<file path="config.mk">
export PLATFORM = sky130hd
export DESIGN_NAME = dac_output_clock_burst_sequencer
export DESIGN_NICKNAME = d
export VERILOG_FILES = /design/src/hdl/dac_seq_pkg.sv /design/src/hdl/dac_output_clock_burst_sequencer.sv /design/src/hdl/rate_divider.sv
export VERILOG_INCLUDE_DIRS = /design/src /design/src/hdl
export SDC_FILE = /design/constraint.sdc
export NUM_CORES = 1
export LEC_CHECK = 0
export BUFFER_PORTS_ARGS = -buffer_cell sky130_fd_sc_hd__buf_2
export CAP_MARGIN = 20
export CORE_MARGIN = 2
export CORE_UTILIZATION = 31
export CTS_BUF_LIST = sky130_fd_sc_hd__clkbuf_16
export DETAILED_ROUTE_END_ITERATION = 16
export GPL_TIMING_DRIVEN = 0
export RECOVER_POWER = 100
export SYNTH_ARGS = -nofsm -noshare
export SYNTH_HDL_FRONTEND = slang
export SYNTH_SLANG_ARGS = --single-unit
</file>
<file path="constraint.sdc">
create_clock -name clk -period 3.3 [get_ports clk]
set_input_delay 0.66 -clock clk [delete_from_list [all_inputs] [get_ports clk]]
set_output_delay 0.66 -clock clk [all_outputs]
set_load 0.01 [all_outputs]
</file>
<file path="src/hdl/dac_seq_defines.svh">
// Register offsets, field positions, reset values and timing counts of the DAC sequencer
`ifndef DAC_SEQ_DEFINES_SVH
`define DAC_SEQ_DEFINES_SVH

`define OFS_BOARD_CTRL 8'h00
`define OFS_BUF_OPS 8'h04
`define OFS_CHAN_MASK 8'h08
`define OFS_STATUS 8'h0C
`define OFS_RATE_C 8'h4C
`define OFS_RATE_B 8'h50

`define BCW_SIMUL_BIT 0
`define BCW_TRIG_INIT_BIT 1
`define BCW_RATE_C_EN_BIT 2
`define BCW_RATE_B_EN_BIT 3

`define OPS_CLK_EN_BIT 0
`define OPS_CLK_INIT_BIT 1
`define OPS_BURST_EN_BIT 2
`define OPS_SW_TRIG_BIT 3
`define OPS_SW_CLK_BIT 4

`define STAT_IDLE_BIT 0
`define STAT_CLK_READY_BIT 1
`define STAT_BURST_BIT 2

`define BCW_RESET 4'h0
`define OPS_RESET 3'h0
`define MASK_RESET 4'hF
`define RATE_C_RESET 24'h00007E
`define RATE_B_RESET 24'h001000

`define CLK_MHZ 200
`define TRIG_PULSE_NS 100
`define TRIG_PULSE_CYC ((`TRIG_PULSE_NS * `CLK_MHZ + 999) / 1000)
`define CLK_PULSE_NS 20
`define CLK_PULSE_CYC ((`CLK_PULSE_NS * `CLK_MHZ + 999) / 1000)

`endif

</file>
<file path="src/hdl/dac_seq_pkg.sv">
// Types shared by the DAC sequencer files
package dac_seq_pkg;

  typedef struct packed {
    logic eof;
    logic [15:0] value;
  } buf_word_t;

  typedef struct packed {
    logic [3:0] update;
    logic [3:0][15:0] value;
  } dac_out_t;

  typedef enum logic [0:0] {
    SEQ_IDLE,
    SEQ_GATHER
  } seq_state_t;

endpackage

</file>
<file path="src/hdl/dac_output_clock_burst_sequencer.sv">
// DAC output sequencer: sample clock, channel sequencing and triggered bursts
//
// What this block does
// - Sample clock rate is master clock divided by the programmed integer divisor.
// - Group mode: each sample clock loads a full active group, all outputs together.
// - Single mode: each sample clock moves exactly one value to its channel.
// - Single mode fills active channels lowest to highest, then wraps.
// - Single mode per-channel rate is clock rate over active channel count.
// - Burst off: every sample clock transfers while the buffer holds data.
// - Burst on: a trigger runs transfers until buffer empty or end-of-frame.
// - Internal source: software trigger or rate generator pulse starts a burst.
// - Software trigger bit reads high through its burst, clears at end.
// - Trigger initiator drives a short low pulse on the trigger pin per burst.
// - External source: trigger pin falling edge starts burst if enabled and idle.
// - Burst-idle flag is low during a burst, high otherwise.
// - Software trigger also starts bursts with external source selected.
// - After end-of-frame, no buffer values are taken until the next trigger.
// - A burst target runs exactly one burst per initiator burst.
// - Clock source bit low selects the clock pin, high the rate generator.
// - External clock acts on each falling edge of the clock pin.
// - Bit 16 of each buffered word marks the last value of a frame.
// - Divisor is a 24-bit read/write field with nonzero default, upper bits zero.
//
// Chosen here: the address-and-strobe port and the register offsets.
`timescale 1ns/1ps
`include "dac_seq_defines.svh"
module dac_output_clock_burst_sequencer (
  input wire logic clk,
  input wire logic rstn,
  input wire logic [7:0] reg_addr,
  input wire logic [31:0] reg_wdata,
  input wire logic reg_wr,
  input wire logic reg_rd,
  output logic [31:0] reg_rdata,
  input wire dac_seq_pkg::buf_word_t buf_word,
  input wire logic buf_valid,
  output logic buf_ready,
  output dac_seq_pkg::dac_out_t dac_o,
  input wire logic clk_pin_i,
  output logic clk_pin_o,
  output logic clk_pin_oe_n,
  input wire logic trig_pin_i,
  output logic trig_pin_o,
  output logic trig_pin_oe_n
);

  function automatic logic [1:0] next_active(input logic [3:0] m, input logic [1:0] i);
    logic [1:0] r;
    logic [1:0] c;
    r = i;
    for (int k = 4; k >= 1; k--) begin
      c = i + 2'(k);
      if (m[c]) begin
        r = c;
      end
    end
    return r;
  endfunction

  function automatic logic [1:0] last_active(input logic [3:0] m);
    logic [1:0] r;
    r = 2'h0;
    for (int k = 0; k < 4; k++) begin
      if (m[k]) begin
        r = 2'(k);
      end
    end
    return r;
  endfunction

  logic [3:0] board_control_word_reg;
  logic [2:0] ops_reg;
  logic sw_trig_reg;
  logic sw_trig_next;
  logic sw_clk_reg;
  logic [3:0] mask_reg;
  logic [23:0] rate_c_reg;
  logic [23:0] rate_b_reg;
  logic [31:0] rd_mux;
  logic clk_s1, clk_s2, clk_s3;
  logic trig_s1, trig_s2, trig_s3;
  logic burst_active_reg;
  logic burst_active_next;
  dac_seq_pkg::seq_state_t state_reg;
  dac_seq_pkg::seq_state_t state_next;
  logic [1:0] ch_reg;
  logic [3:0][15:0] stage_reg;
  logic grp_eof_reg;
  logic [7:0] trig_cnt_reg;
  logic [7:0] trig_cnt_next;
  logic [7:0] clk_cnt_reg;
  logic [7:0] clk_cnt_next;
  logic [3:0][15:0] grp_vals;

  wire wr_ctrl = reg_wr && reg_addr == `OFS_BOARD_CTRL;
  wire wr_ops = reg_wr && reg_addr == `OFS_BUF_OPS;
  wire wr_mask = reg_wr && reg_addr == `OFS_CHAN_MASK;
  wire wr_rate_c = reg_wr && reg_addr == `OFS_RATE_C;
  wire wr_rate_b = reg_wr && reg_addr == `OFS_RATE_B;

  wire simul = board_control_word_reg[`BCW_SIMUL_BIT];
  wire trig_init = board_control_word_reg[`BCW_TRIG_INIT_BIT];
  wire clk_en = ops_reg[`OPS_CLK_EN_BIT];
  wire clk_init = ops_reg[`OPS_CLK_INIT_BIT];
  wire burst_en = ops_reg[`OPS_BURST_EN_BIT];
  wire burst_idle = !burst_active_reg;

  // Edge detectors read only the second and third flops of each synchroniser
  wire ext_clk_fall = clk_s3 && !clk_s2;
  wire trig_fall = trig_s3 && !trig_s2;

  wire rate_c_tick;
  wire rate_b_tick;

  rate_divider u_rate_c (
    .clk(clk),
    .rstn(rstn),
    .enable(board_control_word_reg[`BCW_RATE_C_EN_BIT]),
    .divisor(rate_c_reg),
    .tick(rate_c_tick)
  );

  rate_divider u_rate_b (
    .clk(clk),
    .rstn(rstn),
    .enable(board_control_word_reg[`BCW_RATE_B_EN_BIT]),
    .divisor(rate_b_reg),
    .tick(rate_b_tick)
  );

  // Software clock works even with clocking disabled
  wire sample_tick = sw_clk_reg || (clk_en && (clk_init ? rate_c_tick : ext_clk_fall));

  wire sw_trig_req = wr_ops && reg_wdata[`OPS_SW_TRIG_BIT];
  wire hw_trig_req = trig_init ? rate_b_tick : trig_fall;
  wire trig_req = sw_trig_req || hw_trig_req;
  // Triggers while a burst runs are dropped, so a target follows one for one
  wire burst_start = burst_en && burst_idle && trig_req;

  wire any_active = |mask_reg;
  wire may_move = burst_en ? burst_active_reg : 1'b1;
  wire [1:0] first_ch = next_active(mask_reg, 2'h3);
  wire [1:0] last_ch = last_active(mask_reg);
  wire [1:0] tgt_ch = mask_reg[ch_reg] ? ch_reg : next_active(mask_reg, ch_reg);
  wire idle_tick = state_reg == dac_seq_pkg::SEQ_IDLE && sample_tick && may_move && any_active;
  wire pop_seq = !simul && idle_tick && buf_valid;
  wire grp_start = simul && idle_tick && buf_valid;
  wire pop_grp = (grp_start || state_reg == dac_seq_pkg::SEQ_GATHER) && buf_valid;
  wire [1:0] cur_ch = grp_start ? first_ch : tgt_ch;
  wire grp_last = cur_ch == last_ch;
  wire grp_eof = buf_word.eof || grp_eof_reg;

  assign buf_ready = pop_seq || pop_grp;

  wire burst_end = burst_active_reg && ((pop_seq && buf_word.eof)
    || (pop_grp && grp_last && grp_eof)
    || (idle_tick && !buf_valid));

  always_comb begin
    for (int k = 0; k < 4; k++) begin
      grp_vals[k] = (2'(k) == cur_ch) ? buf_word.value : stage_reg[k];
    end
  end

  always_comb begin
    state_next = state_reg;
    unique case (state_reg)
      dac_seq_pkg::SEQ_IDLE: begin
        if (grp_start && !grp_last) begin
          state_next = dac_seq_pkg::SEQ_GATHER;
        end
      end
      dac_seq_pkg::SEQ_GATHER: begin
        if (pop_grp && grp_last) begin
          state_next = dac_seq_pkg::SEQ_IDLE;
        end
      end
    endcase
  end

  assign burst_active_next = burst_start ? 1'b1 : (burst_end ? 1'b0 : burst_active_reg);
  assign sw_trig_next = (burst_start && sw_trig_req) ? 1'b1 : (burst_end ? 1'b0 : sw_trig_reg);

  assign trig_cnt_next = (burst_start && trig_init) ? 8'(`TRIG_PULSE_CYC)
    : (trig_cnt_reg != 8'h00 ? trig_cnt_reg - 8'h01 : 8'h00);
  assign clk_cnt_next = (sample_tick && clk_init) ? 8'(`CLK_PULSE_CYC)
    : (clk_cnt_reg != 8'h00 ? clk_cnt_reg - 8'h01 : 8'h00);

  always_comb begin
    rd_mux = 32'h00000000;
    unique case (reg_addr)
      `OFS_BOARD_CTRL: rd_mux[3:0] = board_control_word_reg;
      `OFS_BUF_OPS: rd_mux[4:0] = {1'b0, sw_trig_reg, ops_reg};
      `OFS_CHAN_MASK: rd_mux[3:0] = mask_reg;
      `OFS_STATUS: begin
        rd_mux[`STAT_IDLE_BIT] = burst_idle;
        rd_mux[`STAT_CLK_READY_BIT] = buf_valid;
        rd_mux[`STAT_BURST_BIT] = burst_active_reg;
      end
      `OFS_RATE_C: rd_mux[23:0] = rate_c_reg;
      `OFS_RATE_B: rd_mux[23:0] = rate_b_reg;
      default: rd_mux = 32'h00000000;
    endcase
  end

  always_ff @(posedge clk or negedge rstn) begin
    if (!rstn) begin
      board_control_word_reg <= `BCW_RESET;
      ops_reg <= `OPS_RESET;
      mask_reg <= `MASK_RESET;
      rate_c_reg <= `RATE_C_RESET;
      rate_b_reg <= `RATE_B_RESET;
      sw_clk_reg <= 1'b0;
      reg_rdata <= 32'h00000000;
    end else begin
      if (wr_ctrl) board_control_word_reg <= reg_wdata[3:0];
      if (wr_ops) ops_reg <= reg_wdata[2:0];
      if (wr_mask) mask_reg <= reg_wdata[3:0];
      if (wr_rate_c) rate_c_reg <= reg_wdata[23:0];
      if (wr_rate_b) rate_b_reg <= reg_wdata[23:0];
      sw_clk_reg <= wr_ops && reg_wdata[`OPS_SW_CLK_BIT];
      reg_rdata <= reg_rd ? rd_mux : 32'h00000000;
    end
  end

  always_ff @(posedge clk or negedge rstn) begin
    if (!rstn) begin
      {clk_s1, clk_s2, clk_s3} <= 3'h7;
      {trig_s1, trig_s2, trig_s3} <= 3'h7;
    end else begin
      {clk_s1, clk_s2, clk_s3} <= {clk_pin_i, clk_s1, clk_s2};
      {trig_s1, trig_s2, trig_s3} <= {trig_pin_i, trig_s1, trig_s2};
    end
  end

  always_ff @(posedge clk or negedge rstn) begin
    if (!rstn) begin
      burst_active_reg <= 1'b0;
      sw_trig_reg <= 1'b0;
      state_reg <= dac_seq_pkg::SEQ_IDLE;
      trig_cnt_reg <= 8'h00;
      clk_cnt_reg <= 8'h00;
      trig_pin_oe_n <= 1'b1;
      clk_pin_oe_n <= 1'b1;
    end else begin
      burst_active_reg <= burst_active_next;
      sw_trig_reg <= sw_trig_next;
      state_reg <= state_next;
      trig_cnt_reg <= trig_cnt_next;
      clk_cnt_reg <= clk_cnt_next;
      trig_pin_oe_n <= trig_cnt_next == 8'h00;
      clk_pin_oe_n <= clk_cnt_next == 8'h00;
    end
  end

  // Pins are only ever pulled low, so several boards can share the wire
  assign trig_pin_o = 1'b0;
  assign clk_pin_o = 1'b0;

  always_ff @(posedge clk or negedge rstn) begin
    if (!rstn) begin
      ch_reg <= 2'h0;
      stage_reg <= '0;
      grp_eof_reg <= 1'b0;
      dac_o <= '0;
    end else begin
      dac_o.update <= 4'h0;
      if (pop_seq) begin
        dac_o.value[cur_ch] <= buf_word.value;
        dac_o.update <= 4'h1 << cur_ch;
        ch_reg <= next_active(mask_reg, cur_ch);
      end
      if (pop_grp) begin
        stage_reg[cur_ch] <= buf_word.value;
        grp_eof_reg <= grp_last ? 1'b0 : grp_eof;
        ch_reg <= next_active(mask_reg, cur_ch);
        if (grp_last) begin
          for (int k = 0; k < 4; k++) begin
            if (mask_reg[k]) dac_o.value[k] <= grp_vals[k];
          end
          dac_o.update <= mask_reg;
        end
      end
    end
  end

  idle_low_a: assert property (
    @(posedge clk) disable iff (!rstn)
    burst_active_reg && reg_rd && reg_addr == `OFS_STATUS
    |=> !reg_rdata[`STAT_IDLE_BIT] && reg_rdata[`STAT_BURST_BIT])
    else $error("burst idle flag high after burst start");

  single_pop_a: assert property (
    @(posedge clk) disable iff (!rstn)
    pop_seq |=> $countones(dac_o.update) == 1)
    else $error("single mode did not update exactly one channel");

  group_all_a: assert property (
    @(posedge clk) disable iff (!rstn)
    pop_grp && grp_last && $stable(mask_reg) |=> dac_o.update == mask_reg)
    else $error("group update missed active channels");

  ext_trig_a: assert property (
    @(posedge clk) disable iff (!rstn)
    !trig_init && trig_fall && burst_en && burst_idle |=> burst_active_reg)
    else $error("external trigger edge did not start a burst");

  no_pop_idle_a: assert property (
    @(posedge clk) disable iff (!rstn)
    burst_en && burst_idle |-> !buf_ready)
    else $error("buffer read while burst mode idle");

  trig_pulse_a: assert property (
    @(posedge clk) disable iff (!rstn)
    burst_start && trig_init |=> !trig_pin_oe_n [*8])
    else $error("trigger pin pulse too short");

  sw_bit_clear_a: assert property (
    @(posedge clk) disable iff (!rstn)
    burst_end |=> !sw_trig_reg && burst_idle)
    else $error("software trigger bit did not clear at burst end");

  eof_stop_a: assert property (
    @(posedge clk) disable iff (!rstn)
    burst_en && pop_seq && buf_word.eof |=> burst_idle ##1 !buf_ready)
    else $error("burst ran past end of frame");

  cont_move_a: assert property (
    @(posedge clk) disable iff (!rstn)
    !burst_en && !simul && sample_tick && any_active && buf_valid |-> buf_ready)
    else $error("continuous mode skipped a transfer");

  ascend_a: assert property (
    @(posedge clk) disable iff (!rstn)
    pop_seq && mask_reg[cur_ch + 2'h1] |=> ch_reg == $past(cur_ch) + 2'h1)
    else $error("channel order broken");

endmodule // dac_output_clock_burst_sequencer

</file>
<file path="src/hdl/rate_divider.sv">
// Integer divider producing one tick per divisor cycles of the master clock
`timescale 1ns/1ps
module rate_divider (
  input wire logic clk,
  input wire logic rstn,
  input wire logic enable,
  input wire logic [23:0] divisor,
  output logic tick
);

  logic [23:0] count_reg;
  logic [23:0] count_next;
  logic wrap;

  // Divisor 0 or 1 ticks every cycle
  assign wrap = (count_reg + 24'h000001) >= divisor;
  assign count_next = (!enable || wrap) ? 24'h000000 : count_reg + 24'h000001;

  always_ff @(posedge clk or negedge rstn) begin
    if (!rstn) begin
      count_reg <= 24'h000000;
      tick <= 1'b0;
    end else begin
      count_reg <= count_next;
      tick <= enable && wrap;
    end
  end

  rate_gap_a: assert property (
    @(posedge clk) disable iff (!rstn)
    tick && divisor >= 24'h000002 && $stable(divisor) |=> !tick)
    else $error("rate divider ticked twice in a row");

endmodule // rate_divider

</file>
# Yosys cells after proc, flatten, opt, wreduce, memory -nomap -nowiden
# Cells that the tools add are included.
# word_totals
reg_bits,296
mem_bits_ro,0
in_bits,64
wordCells,192
memories,0
mem_bits_rw,0
latch_bits,0
out_inout_bits,105
# op_classes
n_addsub,10
mux,66
n_reduce_logical,59
shifts,1
n_mul,0
div_mod_pow,0
n_bitwise,1
order_cmp,11
eq_ne,9
# ops
cell,n
$mux 68,3
$mux 16,9
$bwmux 64,2
$mux 24,3
$add 24x1->24 const B,2
$ge 24x24->1,2
$pmux 19 s2,1
$demux 16 s2,1
$logic_and 1x1->1,32
$mux 8,4
$mux 2,14
$logic_not 8->1,3
$lt 2x3->1 const B,8
$mux 1,18
$pmux 3 s6,1
$eq 8x4->1 const B,2
$eq 8x7->1 const B,2
$reduce_bool 8->1,2
$sub 8x1->8 const B,2
$bmux 1 s2,7
$logic_or 1x1->1,9
$add 2x2->2 const B,4
$eq 8x3->1 const B,1
$logic_not 1->1,8
other kinds (12),17

# Longest topological paths before layout
# depth
depth_word,20
depth_mapped,16
depth_no_buf,15

# Hierarchy
# From an unflattened synthesis, not the netlist that was laid out.
# hier_totals
cells_unflattened,1423
hier_area_um2,15481.1
# modules_own_cells
module,seq_area_each_um2,instances,area_per_inst_um2,cells_each
dac_output_clock_burst_sequencer,6179.7,1,11496.0,985
rate_divider (u_rate_c),625.6,1,2005.7,216
rate_divider (u_rate_b),625.6,1,1979.4,222

# Worst setup path after synthesis
# No wires, ideal clock.
# synth_path
kind,reg-to-reg
start,register u_rate_c.count_reg[2]
end,register u_rate_c.count_reg[13]
required_time_ns,3.222
path_stages_with_launch,16
arrival_time_ns,3.100
path_buffers,1
setup_ns,0.078
slack_ns,0.122
period_less_slack_ns,3.178
path_cell_list,dfrtp_1 -> and4_1 -> nand4_1 -> nor2_1 -> nand3_1 -> xnor2_1 -> ha_1 -> a21o_1 -> a21o_1 -> a21oi_1 -> nor2_1 -> a211oi_1 -> and2_1 -> clkbuf_1 -> nand2_1 -> a21oi_1
# synth_between
elab_chain_cells,4
# synth_lines
element,line,rtl
start: declaration,rate_divider.sv:11,logic [23:0] count_reg;
start signal: assignment,rate_divider.sv:24,count_reg <= count_next;
$add 24x1->24 *,"rate_divider.sv:16, rate_divider.sv:17",
$ge 24x24->1,rate_divider.sv:16,assign wrap = (count_reg + 24'h000001) >= divisor;
$logic_or 1x1->1,rate_divider.sv:17,assign count_next = (!enable || wrap) ? 24'h000000 : count_reg + 24'h000001;
$mux 24 *,rate_divider.sv:17,
named net u_rate_c.count_next[13],rate_divider.sv:12,logic [23:0] count_next;
# Mark *: on every way through the listed nets, which the timed path passes. The rest lies on a longest branch.
# A chain may end at the register's enable or synchronous reset.

# Worst setup path after layout
# layout_path
start,register clk_s2
end,register dac_o[12] (netlist bit)
# layout_between
elab_chain_cells,20
word_cells_on_any_way,28
classes_between,order compare: 2; eq/ne: 1; mux: 10; reduce/logical: 15
# layout_lines
element,line,rtl
start: declaration,dac_output_clock_burst_sequencer.sv:80,"logic clk_s1, clk_s2, clk_s3;"
start signal: assignment,dac_output_clock_burst_sequencer.sv:231,"{clk_s1, clk_s2, clk_s3} <= {clk_pin_i, clk_s1, clk_s2};"
$logic_not 1->1 *,dac_output_clock_burst_sequencer.sv:109,wire ext_clk_fall = clk_s3 && !clk_s2;
$logic_and 1x1->1 *,dac_output_clock_burst_sequencer.sv:109,
$mux 1 *,dac_output_clock_burst_sequencer.sv:132,wire sample_tick = sw_clk_reg || (clk_en && (clk_init ? rate_c_tick : ext_clk_fall));
$logic_and 1x1->1 *,dac_output_clock_burst_sequencer.sv:132,
$logic_or 1x1->1 *,dac_output_clock_burst_sequencer.sv:132,
$logic_and 1x1->1 * (3 in series),dac_output_clock_burst_sequencer.sv:145,wire idle_tick = state_reg == dac_seq_pkg::SEQ_IDLE && sample_tick && may_move && any_active;
$logic_and 1x1->1 (2 in series),dac_output_clock_burst_sequencer.sv:147,wire grp_start = simul && idle_tick && buf_valid;
$mux 2,dac_output_clock_burst_sequencer.sv:149,wire [1:0] cur_ch = grp_start ? first_ch : tgt_ch;
$lt 2x3->1 / $ge 2x1->1 (equally long branches),n/a,
$logic_and 1x1->1 (not written as such),dac_output_clock_burst_sequencer.sv:269,dac_o.value[cur_ch] <= buf_word.value;
$mux 16 (not written as such),dac_output_clock_burst_sequencer.sv:269,
$demux 16 s2,dac_output_clock_burst_sequencer.sv:269,
$bwmux 64,dac_output_clock_burst_sequencer.sv:269,
$mux 68,dac_output_clock_burst_sequencer.sv:268,if (pop_seq) begin
$mux 16,dac_output_clock_burst_sequencer.sv:279,if (mask_reg[k]) dac_o.value[k] <= grp_vals[k];
$mux 68,dac_output_clock_burst_sequencer.sv:277,if (grp_last) begin
$mux 68 *,dac_output_clock_burst_sequencer.sv:273,if (pop_grp) begin
end: declaration,dac_output_clock_burst_sequencer.sv:38,"output dac_seq_pkg::dac_out_t dac_o,"
# Mark *: on every way between the ends. The rest lies on a longest branch, timed or not.

==> metrics <==
status finished, violations left; failing checks max-capacitance violations, max-slew violations; antenna cells 0; met3 Use GR 3.916%; GR Overflow Total 0; Most used DFF post-synth dfrtp_1; Util after Layout between 30% and 40%; Fmax achieved slightly above 300 MHz; leading area contributor after synthesis dfrtp_1; Worst-path clk slew 60 ps; minimum clock period 3213 ps; Final WS setup approximately 87 ps; row count 81; Final Hold Vio Count 0; Synth top area share a little under half; CTS H-tree depth 2; fin crit share 97.37%; WS Path Type register to register; Buffers on Ports 148; DR vias/cell 5.044; VDD IR max 0.3150 mV; I/O Pins 169; Routed Antenna Nets 0; synthesized area around 15000 um2; drt first-iter violations 652; clk_skew 24.72 ps; P_leak 8.481 nW; initial antenna violation count 3; Hold WS 220.2 ps; Cell Pwr Density 567.0 nW/um2; Slew Limit Headroom -16.07%; final total power 10.44 mW; top post-synthesis cells by area dfrtp_1, mux2_2, ha_1; core area 48750 um2; WP data required 3710 ps; die area around 51000 um2; grt peak-use layer met2; Finished Cell Area 18420 um2; WP data arrival 3630 ps; EDFF count, synth 0; CTS hold repair buffers 0; top post-synthesis cells by count dfrtp_1, nor2_1, mux2_2; Final TNS setup 0 ps; clock latency on the worst-skew pair 540 ps; worst slew pin tran between 1500 and 2000 ps; Worst Hold Class input port to register; Total GRT Usage 15.49%; share of layout cells above drive strength 1 25.17%; GR Layer Usage met1 20.37%; fin nets 1751; Register Area 7432 um2; CTS Root Buffer Type clkbuf_16; DR DRC count 0; first-pass GRT wire length 63250 um; wire length per cell 17.14 um; area grow syn2layout 20.94%; sequential area share after synthesis ~49%; number of flip-flops in the largest register 68; Multi-input gate area 7460 um2; total wire length 39790 um; met2 usage about a quarter; Max Cap Violations 1; Finished Layout Cells 2321; register bit total from synthesis 296; synth warn 0; clock sink total 296; die height 225.7 um; dpl ws -740.5 ps; Pre-Repair DR Iteration Count 5; Die W ~230 um; placed cell area around 17000 um2; Setup crit start kind register; post-synthesis cell count 1418; Final Max Tran Viols 64; hpwl dp 28430 um; Via Count 11710; top-count cell post-synth dfrtp_1; critical path capture point type register; CTS tree done; largest net degree at the start of global routing 121; Filler cells 4875; Max clock buf depth 3; Placed Cells 2241; CTS buffer count 36; synthesized area per cell 10.74 um2; ys async rst share 100.0%; crit path max fanout 11; synth unique cells 82; GP Congestion 0.8588; initial core utilization a little under a third; vias in the first global route 11640; Setup-failing EPs final 0
-- kinds of logic after synthesis --
kind of cell / Yosys count / share of synthesized area [%]
xor gates and xnor gates: 56 / 3.220
and+or+nand+nor: 418 / 13.17
adders and majority gates: 58 / 4.764
other: 1 / 0.02462
muxes: 187 / 13.66
DFF: 296 / 48.78
AOI/OAI and AO/OA: 252 / 12.13
buffers and inverters: 150 / 4.247
-- critical path: stages, from the launching register on --
cell and delay (ps):
dfstp_2 550, and4bb_1 230, o311ai_4 330, buf_4 200
nor4_4 50, a21oi_4 180, inv_4 100, or4_4 520
o211ai_2 90, buf_6 190, o21ai_2 150, buf_4 230
o221a_1 240
-- final cells by class --
type	count	share of cell area [%]
flip-flops and latches	296	40.35
plain buffers	74	2.330
clock buffers	38	5.162
well taps	664	4.510
multi-input cells	981	40.49
repair buffers	172	4.557
inverters	68	1.399
clock inverters	28	1.202
-- where the power goes --
group	internal, mW	leakage [nW]	switching, mW
Clock	2.32	0.589	1.58
Sequential	3.85	3.99	0.203
Combinational	1.01	3.90	1.47
Total	7.19	8.48	3.25
-- placed cells by master, fill, tap and decap left out, types with 10 or more instances in the layout --
cell type and count:
a211oi_1 17, a21o_1 27, a21oi_1 65, a22oi_1 21
buf_2 60, buf_4 37, clkbuf_1 118, clkbuf_16 38
clkbuf_2 16, conb_1 10, dfrtp_1 276, dfstp_2 18
ha_1 56, inv_1 70, mux2_2 133, mux2i_1 50
nand2_1 80, nand3_1 40, nand4_1 21, nor2_1 148
nor2b_1 21, nor3_1 28, o21ai_0 17, o221a_1 21
o221a_2 12, o22ai_1 17, xnor2_1 32, xor2_1 15
-- path summary, 6_finish.rpt --
path                              startpoint                         to  slack [ps]  depth (start not counted)
min in group asynchronous               rstn   clk_cnt_reg[6]$_DFF_PN0_         560                          1
max reg2reg                 clk_s2$_DFF_PN1_        dac_o[12]$_DFF_PN0_          90                         12
min reg2reg                trig_s1$_DFF_PN1_          trig_s2$_DFF_PN1_         360                          0
max in group asynchronous               rstn  stage_reg[24]$_DFFE_PN0P_        1380                          2
max                         clk_s2$_DFF_PN1_        dac_o[12]$_DFF_PN0_          90                         12
min                               trig_pin_i          trig_s1$_DFF_PN1_         220                          1
-- metal layers --
metal / routed length, um / vias up
li1: - / 5467
met1: 17870 / 5899
met2: 18630 / 274
met3: 2416 / 62
met4: 836 / 6
met5: 38 / -
-- repair_timing --
item                       in CTS  in global routing
pin swaps                       5                 18
buffers inserted                6                 16
gates resized for setup        38                 96
setup endpoints to repair     131                147
cloned                          0                  0
Note: power is estimated with default switching activity, not from simulation.
